===== src/rtl/pocm_pkg.sv =====
// Purpose: constants for the phase octant and multiplexer control
// Assumes: 125 MHz core clock
// Notes:   times in ns, cycle counts derived and rounded
package pocm_pkg;
	localparam int unsigned CLK_PS = 8000;
	// register byte offsets
	localparam logic [7:0] OFF_CTRL = 8'h00;
	localparam logic [7:0] OFF_STAT = 8'h04;
	localparam logic [7:0] OFF_CNT  = 8'h08;
	localparam logic [15:0] CTRL_RST = 16'h0000;
	// control word field positions
	localparam int unsigned B_ENABLE = 15;
	localparam int unsigned B_ANT    = 14;
	localparam int unsigned B_RFCAL  = 13;
	localparam int unsigned B_IFCAL  = 12;
	localparam int unsigned B_CSEL1  = 11;
	localparam int unsigned B_CSEL2  = 10;
	localparam int unsigned B_WIDE   = 9;
	// times as printed, in ns
	localparam int unsigned SETTLE_NS = 1000;
	localparam int unsigned DEAD_NS   = 1100;
	localparam int unsigned NARROW_NS = 700;
	localparam int unsigned WIDE_NS   = 5000;
	localparam int unsigned CONV_NS   = 2133;
	// least times round up
	localparam int unsigned SETTLE_CYC =
		(SETTLE_NS * 1000 + CLK_PS - 1) / CLK_PS;
	localparam int unsigned DEAD_CYC =
		(DEAD_NS * 1000 + CLK_PS - 1) / CLK_PS;
	localparam int unsigned NARROW_CYC =
		(NARROW_NS * 1000 + CLK_PS - 1) / CLK_PS;
	localparam int unsigned WIDE_CYC =
		(WIDE_NS * 1000 + CLK_PS - 1) / CLK_PS;
	localparam int unsigned CONV_CYC =
		(CONV_NS * 1000 + CLK_PS - 1) / CLK_PS;
	localparam int unsigned TMR_W = 10;
	// series switch positions
	localparam int unsigned SW_AMP   = 0;
	localparam int unsigned SW_FREQ  = 1;
	localparam int unsigned SW_SIN_A = 2;
	localparam int unsigned SW_COS_A = 3;
	localparam int unsigned SW_SIN_B = 4;
	localparam int unsigned SW_COS_B = 5;
	localparam int unsigned SW_CSIN  = 6;
	localparam int unsigned SW_CCOS  = 7;
	localparam int unsigned NUM_SW   = 8;
	typedef enum logic [1:0] {
		MODE_NORMAL,
		MODE_RFCAL,
		MODE_IFCAL
	} pocm_mode_type;
endpackage


===== src/rtl/pocm_sync.sv =====
// Purpose: two flip-flop synchroniser for pin inputs
// Assumes: inputs asynchronous to core_clk_i
// Notes:   first stage feeds only the second
`timescale 1ns/1ps
module pocm_sync #(
	parameter int unsigned WIDTH = 1
) (
	input  wire logic             core_clk_i,
	input  wire logic             rstn_i,
	input  wire logic [WIDTH-1:0] async_i,
	output logic      [WIDTH-1:0] sync_o
);
	logic [WIDTH-1:0] meta;

	always_ff @(posedge core_clk_i)
	begin
		if (!rstn_i)
		begin
			meta   <= '0;
			sync_o <= '0;
		end
		else
		begin
			meta   <= async_i;
			sync_o <= meta;
		end
	end
endmodule // pocm_sync


===== src/rtl/pocm_octant.sv =====
// Purpose: octant decode and sine or cosine choice for one channel
// Assumes: comparator levels already synchronised
// Notes:   all outputs registered on the capture strobe
`timescale 1ns/1ps
module pocm_octant (
	input  wire logic       core_clk_i,
	input  wire logic       rstn_i,
	input  wire logic       capture_i,
	input  wire logic       sine_pos_i,
	input  wire logic       cosine_pos_i,
	input  wire logic       sine_gt_cos_i,
	input  wire logic       cos_gt_sine_i,
	output logic      [2:0] octant_o,
	output logic            select_sine_o,
	output logic            select_cosine_o
);
	logic bit1;

	// same polarity gives one
	assign bit1 = ~(sine_pos_i ^ cosine_pos_i);

	always_ff @(posedge core_clk_i)
	begin
		if (!rstn_i)
		begin
			octant_o        <= 3'h0;
			select_sine_o   <= 1'b0;
			select_cosine_o <= 1'b0;
		end
		else if (capture_i)
		begin
			octant_o[2]     <= sine_pos_i;
			octant_o[1]     <= bit1;
			octant_o[0]     <= ~(sine_gt_cos_i ^ bit1);
			select_sine_o   <= cos_gt_sine_i;
			select_cosine_o <= ~cos_gt_sine_i;
		end
	end
endmodule // pocm_octant


===== src/rtl/pocm_top.sv =====
// Purpose: control part of the pulse conversion unit
// Assumes: APB slave, zero wait states; comparator pins asynchronous
// Notes:   octant bits, multiplexer sequencing, pulse width reject
//
// Functional notes
// bit 15 enables pulse processing
// bit 14 selects antenna one or two
// bit 13 low selects RF calibration
// bit 12 high selects IF calibration
// bits 11:10 pick IF calibration phase
// bit 9 picks narrow or wide hold
// capture comparators on sector strobe after settle
// convert smaller of sine or cosine
// octant bit one follows sine polarity
// octant bit two is polarity xnor
// octant bit three compares magnitude, bit two
// channel B decoded like channel A
// 1.1 us dead time between conversions
// shunt switch closed when none active
// conversion order depends on mode
// octant bits head each phase word
// reject pulses shorter than 0.7/5 us
// control word held until rewritten
//
// Design decisions made here: the APB register port and the register addresses.
`timescale 1ns/1ps
module pocm_top (
	input  wire logic        core_clk_i,
	input  wire logic        rstn_i,
	input  wire logic        psel_i,
	input  wire logic        penable_i,
	input  wire logic        pwrite_i,
	input  wire logic [7:0]  paddr_i,
	input  wire logic [31:0] pwdata_i,
	output logic      [31:0] prdata_o,
	output logic             pready_o,
	output logic             pslverr_o,
	input  wire logic        pulse_video_i,
	input  wire logic        sine_a_polarity_i,
	input  wire logic        cosine_a_polarity_i,
	input  wire logic        sine_gt_cos_a_i,
	input  wire logic        cos_gt_sine_a_i,
	input  wire logic        sine_b_polarity_i,
	input  wire logic        cosine_b_polarity_i,
	input  wire logic        sine_gt_cos_b_i,
	input  wire logic        cos_gt_sine_b_i,
	output logic             antenna_two_o,
	output logic             rf_cal_mode_o,
	output logic             if_cal_mode_o,
	output logic      [1:0]  if_cal_phase_o,
	output logic             wide_pulse_o,
	output logic             hold_gate_o,
	output logic             sector_capture_strobe_o,
	output logic      [7:0]  series_switch_o,
	output logic             shunt_switch_o,
	output logic             adc_load_o,
	output logic      [2:0]  conv_index_o,
	output logic      [2:0]  phase_a_msb_o,
	output logic      [2:0]  phase_b_msb_o,
	output logic             select_sine_chan_a_o,
	output logic             select_cosine_chan_a_o,
	output logic             select_sine_chan_b_o,
	output logic             select_cosine_chan_b_o
);
	typedef enum logic [2:0] {
		ST_IDLE,
		ST_QUAL,
		ST_SETTLE,
		ST_CAPTURE,
		ST_CONV,
		ST_DEAD,
		ST_WAIT_LOW
	} pocm_state_type;

	localparam logic [pocm_pkg::TMR_W-1:0] SETTLE_T =
		pocm_pkg::TMR_W'(pocm_pkg::SETTLE_CYC - 1);
	localparam logic [pocm_pkg::TMR_W-1:0] DEAD_T =
		pocm_pkg::TMR_W'(pocm_pkg::DEAD_CYC - 1);
	localparam logic [pocm_pkg::TMR_W-1:0] CONV_T =
		pocm_pkg::TMR_W'(pocm_pkg::CONV_CYC - 1);
	localparam logic [pocm_pkg::TMR_W-1:0] NARROW_T =
		pocm_pkg::TMR_W'(pocm_pkg::NARROW_CYC - 1);
	localparam logic [pocm_pkg::TMR_W-1:0] WIDE_T =
		pocm_pkg::TMR_W'(pocm_pkg::WIDE_CYC - 1);

	logic [15:0]                 mode_control_word;
	logic [15:0]                 pulse_count;
	logic [15:0]                 reject_count;
	pocm_state_type              state;
	logic [pocm_pkg::TMR_W-1:0]  timer;
	logic [2:0]                  conv_index;
	logic [8:0]                  pin_sync;
	logic                        pulse_s;
	logic                        capture;
	logic                        timer_done;
	logic                        last_conv;
	logic [pocm_pkg::TMR_W-1:0]  min_width;
	logic [2:0]                  conv_count;
	logic [7:0]                  next_switch;
	pocm_pkg::pocm_mode_type     mode;
	logic                        wr_en;
	logic                        rd_en;
	logic                        mapped;
	logic [31:0]                 next_rdata;

	pocm_sync #(
		.WIDTH (9)
	) u_sync (
		.core_clk_i (core_clk_i),
		.rstn_i     (rstn_i),
		.async_i    ({pulse_video_i,
			sine_a_polarity_i, cosine_a_polarity_i,
			sine_gt_cos_a_i, cos_gt_sine_a_i,
			sine_b_polarity_i, cosine_b_polarity_i,
			sine_gt_cos_b_i, cos_gt_sine_b_i}),
		.sync_o     (pin_sync)
	);

	assign pulse_s = pin_sync[8];
	assign capture = (state == ST_CAPTURE);

	pocm_octant u_oct_a (
		.core_clk_i      (core_clk_i),
		.rstn_i          (rstn_i),
		.capture_i       (capture),
		.sine_pos_i      (pin_sync[7]),
		.cosine_pos_i    (pin_sync[6]),
		.sine_gt_cos_i   (pin_sync[5]),
		.cos_gt_sine_i   (pin_sync[4]),
		.octant_o        (phase_a_msb_o),
		.select_sine_o   (select_sine_chan_a_o),
		.select_cosine_o (select_cosine_chan_a_o)
	);

	// channel B uses the same decoder
	pocm_octant u_oct_b (
		.core_clk_i      (core_clk_i),
		.rstn_i          (rstn_i),
		.capture_i       (capture),
		.sine_pos_i      (pin_sync[3]),
		.cosine_pos_i    (pin_sync[2]),
		.sine_gt_cos_i   (pin_sync[1]),
		.cos_gt_sine_i   (pin_sync[0]),
		.octant_o        (phase_b_msb_o),
		.select_sine_o   (select_sine_chan_b_o),
		.select_cosine_o (select_cosine_chan_b_o)
	);

	// apb access, no wait states
	assign pready_o = 1'b1;
	assign wr_en    = psel_i & penable_i & pwrite_i;
	assign rd_en    = psel_i & penable_i & ~pwrite_i;
	assign mapped   = (paddr_i == pocm_pkg::OFF_CTRL) |
		(paddr_i == pocm_pkg::OFF_STAT) |
		(paddr_i == pocm_pkg::OFF_CNT);
	assign pslverr_o = psel_i & penable_i & ~mapped;

	always_ff @(posedge core_clk_i)
	begin
		if (!rstn_i)
			mode_control_word <= pocm_pkg::CTRL_RST;
		else if (wr_en && paddr_i == pocm_pkg::OFF_CTRL)
			mode_control_word <= pwdata_i[15:0];
	end

	always_comb
	begin
		next_rdata = 32'h0000_0000;
		if (paddr_i == pocm_pkg::OFF_CTRL)
			next_rdata = {16'h0000, mode_control_word};
		else if (paddr_i == pocm_pkg::OFF_STAT)
			next_rdata = {16'h0000, state != ST_IDLE,
				conv_index, 2'h0,
				select_sine_chan_b_o, select_sine_chan_a_o,
				2'h0, phase_b_msb_o, phase_a_msb_o};
		else if (paddr_i == pocm_pkg::OFF_CNT)
			next_rdata = {reject_count, pulse_count};
	end

	always_ff @(posedge core_clk_i)
	begin
		if (!rstn_i)
			prdata_o <= 32'h0000_0000;
		else if (psel_i && !penable_i && !pwrite_i)
			prdata_o <= next_rdata;
	end

	// decoded control outputs
	always_ff @(posedge core_clk_i)
	begin
		if (!rstn_i)
		begin
			antenna_two_o  <= 1'b0;
			rf_cal_mode_o  <= 1'b0;
			if_cal_mode_o  <= 1'b0;
			if_cal_phase_o <= 2'h0;
			wide_pulse_o   <= 1'b0;
		end
		else
		begin
			antenna_two_o  <= mode_control_word[pocm_pkg::B_ANT];
			rf_cal_mode_o  <= ~mode_control_word[pocm_pkg::B_RFCAL];
			if_cal_mode_o  <= mode_control_word[pocm_pkg::B_IFCAL];
			if_cal_phase_o <= {mode_control_word[pocm_pkg::B_CSEL1],
				mode_control_word[pocm_pkg::B_CSEL2]};
			wide_pulse_o   <= mode_control_word[pocm_pkg::B_WIDE];
		end
	end

	// IF calibration takes priority over RF calibration
	always_comb
	begin
		if (mode_control_word[pocm_pkg::B_IFCAL])
			mode = pocm_pkg::MODE_IFCAL;
		else if (!mode_control_word[pocm_pkg::B_RFCAL])
			mode = pocm_pkg::MODE_RFCAL;
		else
			mode = pocm_pkg::MODE_NORMAL;
	end

	assign min_width = mode_control_word[pocm_pkg::B_WIDE] ?
		WIDE_T : NARROW_T;
	assign conv_count = (mode == pocm_pkg::MODE_NORMAL) ?
		3'h5 : 3'h4;
	assign last_conv  = (conv_index == conv_count - 3'h1);
	assign timer_done = (timer == '0);

	// switch for the current conversion slot
	always_comb
	begin
		next_switch = 8'h00;
		if (mode == pocm_pkg::MODE_IFCAL)
		begin
			unique case (conv_index)
				3'h0: next_switch[pocm_pkg::SW_SIN_A] = 1'b1;
				3'h1: next_switch[pocm_pkg::SW_COS_A] = 1'b1;
				3'h2: next_switch[pocm_pkg::SW_SIN_B] = 1'b1;
				3'h3: next_switch[pocm_pkg::SW_COS_B] = 1'b1;
				default: next_switch = 8'h00;
			endcase
		end
		else
		begin
			unique case (conv_index)
				3'h0: next_switch[pocm_pkg::SW_AMP] = 1'b1;
				3'h1: next_switch[pocm_pkg::SW_FREQ] = 1'b1;
				3'h2:
				begin
					next_switch[pocm_pkg::SW_SIN_A] =
						select_sine_chan_a_o;
					next_switch[pocm_pkg::SW_COS_A] =
						select_cosine_chan_a_o;
				end
				3'h3:
				begin
					next_switch[pocm_pkg::SW_SIN_B] =
						select_sine_chan_b_o;
					next_switch[pocm_pkg::SW_COS_B] =
						select_cosine_chan_b_o;
				end
				3'h4:
				begin
					next_switch[pocm_pkg::SW_CSIN] =
						select_sine_chan_a_o;
					next_switch[pocm_pkg::SW_CCOS] =
						select_cosine_chan_a_o;
				end
				default: next_switch = 8'h00;
			endcase
		end
	end

	// process cycle sequencer
	always_ff @(posedge core_clk_i)
	begin
		if (!rstn_i)
		begin
			state      <= ST_IDLE;
			timer      <= '0;
			conv_index <= 3'h0;
		end
		else
		begin
			unique case (state)
				ST_IDLE:
				begin
					conv_index <= 3'h0;
					timer      <= min_width;
					if (pulse_s && mode_control_word[pocm_pkg::B_ENABLE])
						state <= ST_QUAL;
				end
				ST_QUAL:
				begin
					if (!pulse_s)
						state <= ST_IDLE;
					else if (timer_done)
					begin
						state <= ST_SETTLE;
						timer <= SETTLE_T;
					end
					else
						timer <= timer - 1'b1;
				end
				ST_SETTLE:
				begin
					if (timer_done)
						state <= ST_CAPTURE;
					else
						timer <= timer - 1'b1;
				end
				ST_CAPTURE:
				begin
					state <= ST_CONV;
					timer <= CONV_T;
				end
				ST_CONV:
				begin
					if (timer_done)
					begin
						state <= ST_DEAD;
						timer <= DEAD_T;
					end
					else
						timer <= timer - 1'b1;
				end
				ST_DEAD:
				begin
					if (!timer_done)
						timer <= timer - 1'b1;
					else if (last_conv)
						state <= ST_WAIT_LOW;
					else
					begin
						state      <= ST_CONV;
						timer      <= CONV_T;
						conv_index <= conv_index + 3'h1;
					end
				end
				ST_WAIT_LOW:
				begin
					if (!pulse_s)
						state <= ST_IDLE;
				end
			endcase
		end
	end

	// registered multiplexer and timing outputs
	always_ff @(posedge core_clk_i)
	begin
		if (!rstn_i)
		begin
			series_switch_o         <= 8'h00;
			shunt_switch_o          <= 1'b1;
			hold_gate_o             <= 1'b0;
			sector_capture_strobe_o <= 1'b0;
			adc_load_o              <= 1'b0;
			conv_index_o            <= 3'h0;
		end
		else
		begin
			if (state == ST_CONV && !timer_done)
			begin
				series_switch_o <= next_switch;
				shunt_switch_o  <= ~(|next_switch);
			end
			else
			begin
				series_switch_o <= 8'h00;
				shunt_switch_o  <= 1'b1;
			end
			hold_gate_o <= (state == ST_SETTLE) ||
				(state == ST_CAPTURE) || (state == ST_CONV) ||
				(state == ST_DEAD);
			sector_capture_strobe_o <= capture;
			adc_load_o   <= (state == ST_CONV) && timer_done;
			conv_index_o <= conv_index;
		end
	end

	// accepted and rejected pulse counters
	always_ff @(posedge core_clk_i)
	begin
		if (!rstn_i)
		begin
			pulse_count  <= 16'h0000;
			reject_count <= 16'h0000;
		end
		else if (state == ST_QUAL)
		begin
			if (!pulse_s)
				reject_count <= reject_count + 16'h0001;
			else if (timer_done)
				pulse_count <= pulse_count + 16'h0001;
		end
	end
endmodule // pocm_top


===== config.mk =====
export PLATFORM = sky130hd
export DESIGN_NAME = pocm_top
export DESIGN_NICKNAME = d
export VERILOG_FILES = /design/src/rtl/pocm_pkg.sv /design/src/rtl/pocm_sync.sv /design/src/rtl/pocm_octant.sv /design/src/rtl/pocm_top.sv
export SDC_FILE = /design/constraint.sdc
export NUM_CORES = 1
export LEC_CHECK = 0
export BUFFER_PORTS_ARGS = -buffer_cell sky130_fd_sc_hd__buf_2
export CORE_ASPECT_RATIO = 0.7
export CORE_MARGIN = 3
export CORE_UTILIZATION = 55
export CTS_CLUSTER_SIZE = 40
export DETAILED_ROUTE_END_ITERATION = 6
export GPL_ROUTABILITY_DRIVEN = 0
export PLACE_DENSITY = 0.85
export SYNTH_ARGS = -nofsm -noshare
export SYNTH_HDL_FRONTEND = slang
export SYNTH_HIERARCHICAL = 1
export SYNTH_SLANG_ARGS = --single-unit

===== constraint.sdc =====
create_clock -name core_clk_i -period 4.6 [get_ports core_clk_i]
set_input_delay 0.92 -clock core_clk_i [delete_from_list [all_inputs] [get_ports core_clk_i]]
set_output_delay 0.92 -clock core_clk_i [all_outputs]
set_load 0.01 [all_outputs]

Word-level counts from Yosys, hierarchy flattened

Index checks and enable logic that the tools add are counted.

Register bits after elaboration: 145
Bits in latches: 0
Bits in writable memories: 0
ROM bits: 0
Input bits: 54
Output and inout bits: 65
Word-level logic and storage cells: 135
Memories kept: 0

Add/sub/neg operators: 5
Multipliers: 0
Divide/modulo/power cells: 0
$lt $le $gt $ge: 0
Eq/ne operators: 24
Shift-type cells: 0
Muxes and demuxes: 34
Bitwise gates (word level): 19
Reduce and logical (&&, ||, !) cells: 27

Operators by type and width:

| cell                  | count |
|---|---|
| $mux 32               | 3 |
| $mux 10               | 7 |
| $pmux 10 s6           | 1 |
| $add 16x1->16 const B | 2 |
| $mux 3                | 9 |
| $pmux 3 s7            | 1 |
| $ne 2x2->1 const B    | 7 |
| $eq 3x2->1 const B    | 4 |
| $eq 3x3->1 const B    | 4 |
| $logic_not 10->1      | 1 |
| $mux 2                | 5 |
| $not 1->1             | 10 |
| $sub 10x1->10 const B | 1 |
| $eq 8x3->1 const B    | 1 |
| $eq 8x4->1 const B    | 1 |
| $logic_not 8->1       | 1 |
| $mux 8                | 1 |
| $reduce_or 8->1       | 1 |
| $eq 3x1->1 const B    | 2 |
| $logic_and 1x1->1     | 6 |
| $logic_not 3->1       | 2 |
| $mux 1                | 6 |
| $ne 3x3->1 const B    | 2 |
| $pmux 3 s2            | 1 |
| other kinds (18)      | 30 |

Depth between registers and ports, before layout

Word-level depth: 9
Gate-level depth with buffers: 8

By module

Netlist, hierarchy kept.

Modules (own cells, without submodules):

| module      | times used | cells each | area each (µm²) | seq. area each (µm²) |
|---|---|---|---|---|
| pocm_top    | 1          | 643        | 5487.8          | 2342.2 |
| pocm_sync   | 1          | 37         | 501.7           | 360.3 |
| pocm_octant | 2          | 20         | 201.4           | 100.1 |

Worst setup path before layout

Ideal clock, no wire load.

Path kind: in2out
Start point: input port paddr_i[3]
End point: output port pslverr_o
Arrival time: 2.100 ns
Required time: 3.680 ns
Path slack: 1.580 ns
Stages on the path: 4
Path buffers: 2
Cells stage by stage: clkbuf_1 > clkbuf_1 > a21oi_1 > nor2_1

Longest elaborated chain between the ends: 5
Elaborated cells between the ends (all ways): 7
Classes of those cells: eq/ne (2); bitwise (4); reduce/logical (1)

Ends and longest elaborated chain:

| element                                              | line                             | source |
|---|---|---|
| start: declaration                                   | pocm_top.sv:33                   | `input wire logic [7:0] paddr_i,` |
| $eq 8x3->1 / $logic_not 8->1 (equally long branches) | pocm_top.sv:154, pocm_top.sv:153 |  |
| $or 1x1->1                                           | pocm_top.sv:153                  | `assign mapped = (paddr_i == pocm_pkg::OFF_CTRL) \|` |
| $or 1x1->1 *                                         | pocm_top.sv:154                  | `(paddr_i == pocm_pkg::OFF_STAT) \|` |
| $not 1->1 *                                          | pocm_top.sv:156                  | `assign pslverr_o = psel_i & penable_i & ~mapped;` |
| $and 1x1->1 *                                        | pocm_top.sv:156                  |  |
| end: declaration                                     | pocm_top.sv:37                   | `output logic pslverr_o,` |

Every way passes the cells marked *; elsewhere a longest branch is shown, timed or not.

Worst setup path after layout

Start point: register timer[0] (netlist name)
End point: register conv_index[2]

Longest elaborated chain between the ends: 3

Ends and longest elaborated chain:

| element                           | line            | source |
|---|---|---|
| start: declaration                | pocm_top.sv:90  | `logic [pocm_pkg::TMR_W-1:0] timer;` |
| start signal: assignment          | pocm_top.sv:288 | `timer <= min_width;` |
| start signal: assignment          | pocm_top.sv:302 | `timer <= timer - 1'b1;` |
| start signal: assignment          | pocm_top.sv:309 | `timer <= timer - 1'b1;` |
| $logic_not 10->1                  | pocm_top.sv:226 | `assign timer_done = (timer == '0);` |
| $ne 2x2->1 (no source line)       | n/a             |  |
| $reduce_and 3->1 (no source line) | n/a             |  |
| end signal: assignment            | pocm_top.sv:336 | `conv_index <= conv_index + 3'h1;` |
| end: declaration                  | pocm_top.sv:91  | `logic [2:0] conv_index;` |

No other way between the ends.
A chain may end at the register's enable or synchronous reset.

==> reports/qor.txt <==
Outcome -> complete, but fails checks
Failing checks -> DRC
Hold_buf cts -> 0
RSZ-0062 raised after global routing -> false
Mapped Nets -> 783
Yosys top cell by area -> dfxtp_1
Hold/Removal Path Class -> flip-flop to flip-flop
Gate Count Post-Synth -> 720
PnR Total Power -> 2.79 mW
Total Routing Usage GR -> 26.7%
Period utilisation layout -> 63.7%
Die Y -> 96.2 µm
Most common cell in the synthesized netlist -> dfxtp_1
Post-route ant nets -> 0
Max-slew violations -> 0
Cell Area, Synth -> 6390 µm²
Worst Tran Pin Value -> 1.31 ns
Dpl hpwl -> 11.4 mm
H-tree lvl count -> 4
CTS sink cnt -> 145
Detailed-route wire length -> 17.2 mm
Fin Hold WS -> 0.432 ns
Num rows -> 32
Synthesized flop and latch total -> 145
Initial Utilization -> 57.2%
Routed vias/inst -> 6.00
Multi-input logic area -> 3200 µm²
NumNets Final -> 864
CTS clock-pin slew for the worst setup and hold paths -> 0.06 ns
ANT cells -> 0
Finish-stage setup viols -> 0
PwrDens -> 369 nW/µm²
CP arrival -> 3.23 ns
Register area -> 2900 µm²
CP max-delay cell -> or4_1
Headroom to the max-slew limit -> 12.4%
Maxcap violations -> 0
WS Path Type -> flip-flop to flip-flop
Seq/Total Area, Yosys -> 45.4%
Synth top area cells -> dfxtp_1 (45%), mux2i_1 (6.1%), nor2_1 (5.6%)
Required @ worst endpoint -> 4.90 ns
Post-cts sizing count -> 0
Synth top area share -> 45.4%
Share of post-route cells with drive strength above 1 -> 20.1%
I/O Pins -> 119
Die ar. -> 13000 µm²
CP Launch Type -> flip-flop
Core Area -> 11200 µm²
Die width -> 135 µm
Max Buffers Root-to-Sink -> 2
CP Max Fanout -> 14
Yosys warnings -> 6
Routed wl met2 -> 7.86 mm
CTS tree -> built
Avg Inst Size Synth -> 8.88 µm²
Leak pwr -> 2.98 nW
Clk Latency, worst-skew pair -> 0.43 ns
Post-synth top cells -> dfxtp_1 (145), nor2_1 (95), nand2_1 (44)
Skew final -> 0.00893 ns
CP Cell Sequence -> inv_1 > ha_1 > nor4b_1 > nand3_1 > or4_1 > a21oi_1 > o22ai_1
Initial DRC count -> 825
First-pass GRT wire length -> 27.5 mm
Final Hold Viols -> 0
Setup Fix Bufs, Post-CTS -> 0
Largest net degree at the start of global routing -> 54
Synth Flop Type -> dfxtp_1
Endpoint class of the critical path -> flip-flop
Layout Utilization -> 67.7%
CTS Root Buffer Type -> clkbuf_16
Post-synth EDFFs -> 0
Initial antenna violation count -> 0
Filler Cell Count -> 853
Drt wl/cell -> 17.7 µm
Vias in the first global route -> 5599
Share of async-settable or async-resettable flops after synthesis -> 0%
Total iterations of the first detailed-routing run -> 7
Highest routed layer -> met4
Routed met3 length -> 1.56 mm
Via count -> 5802
GR Overflow Total -> 0
Port bufs -> 101
Post-route DRC violation count -> 11
Synthesis-to-layout area growth -> 18.3%
Buf+Inv Stages, Crit Path -> 1
Peak VDD IR -> 270 µV
Largest delay share family, worst path -> simple AND/OR/NAND/NOR gates
Tmin final -> 2.93 ns
Max Fclk -> 0.341 GHz
Post-synthesis cell type count -> 66
Sum Neg Setup Slack -> 0 ns
Max incr delay on CP -> 0.64 ns
Routed met1 length -> 7.30 mm
Num CTS Buffers -> 17
## metal layers
metal / GRT usage [%] / vias to the layer above
met5: 0 / -
met4: 11.4 / 0
met3: 7.47 / 62
met2: 42.5 / 340
met1: 34.4 / 2685
li1: - / 2715
## cell type report
cell class / instances / area share (%)
timing repair buffer: 108 / 7.38
clock buffer: 18 / 5.81
multi-input combinational: 505 / 42.4
sequential: 145 / 38.4
clock inverter: 14 / 2.30
inverter: 24 / 1.19
tap: 153 / 2.53
## layout by cell type, fill, tap and decap left out, drive strengths merged, types with 4 or more instances in the layout
cell and n:
xnor2 21, mux2i 39, nor4 9, and2 33, xor2 8, a21oi 28
inv 30, nand2 44, nor3 19, nor2b 12, a31oi 5, ha 9
o22ai 8, buf 108, nor2 95, dfxtp 145, nand3 16, or3 10
o21ai 37, nand4 14, or4 6, and3 4, a22oi 31, a311oi 6
clkbuf 18, nand3b 5
## kinds of logic after synthesis
kind of cell	share of synthesized area, %
xor+xnor	3.97
flops	45.4
mux	6.11
fa+ha+maj	1.76
other cells	0.0587
buf+inv	4.46
simple gates	23.3
compound gates	15.0
## flip-flops by register name, summed over array words and instances, names as in the netlist, 2 cells and up
signal and count:
u_oct_b/octant_o 3, mode_control_word 16, conv_index 3, pulse_count 16, conv_index_o 3, if_cal_phase_o 2, u_sync/meta 9, reject_count 16
series_switch_o 8, prdata_o 32, state 3, timer 10, u_sync/sync_o 9, u_oct_a/octant_o 3
## power breakdown
group	total, mW	switching [mW]	internal, mW
clock network	1.42	0.588	0.833
registers	1.27	0.00873	1.27
logic	0.0912	0.0584	0.0328
## stage by stage
step / std cells / setup WS, ns / cell area (µm²)
after detailed placement: 935 / 1.77 / 6950
after global placement: 935 / 1.79 / 6950
final: 967 / 1.67 / 7560
after floorplan: 720 / 1.58 / 6390
after global routing: 967 / 1.47 / 7560
after CTS: 967 / 1.68 / 7560
## final timing paths
check,cells after the start,end,start,slack [ns]
min,1,u_sync/sync_o[4],u_sync/meta[4],0.43
max,7,conv_index[2],timer[0],1.67
max reg2reg,7,conv_index[2],timer[0],1.67
min reg2reg,1,u_sync/sync_o[4],u_sync/meta[4],0.43
Note: power is estimated with default switching activity, not from simulation.
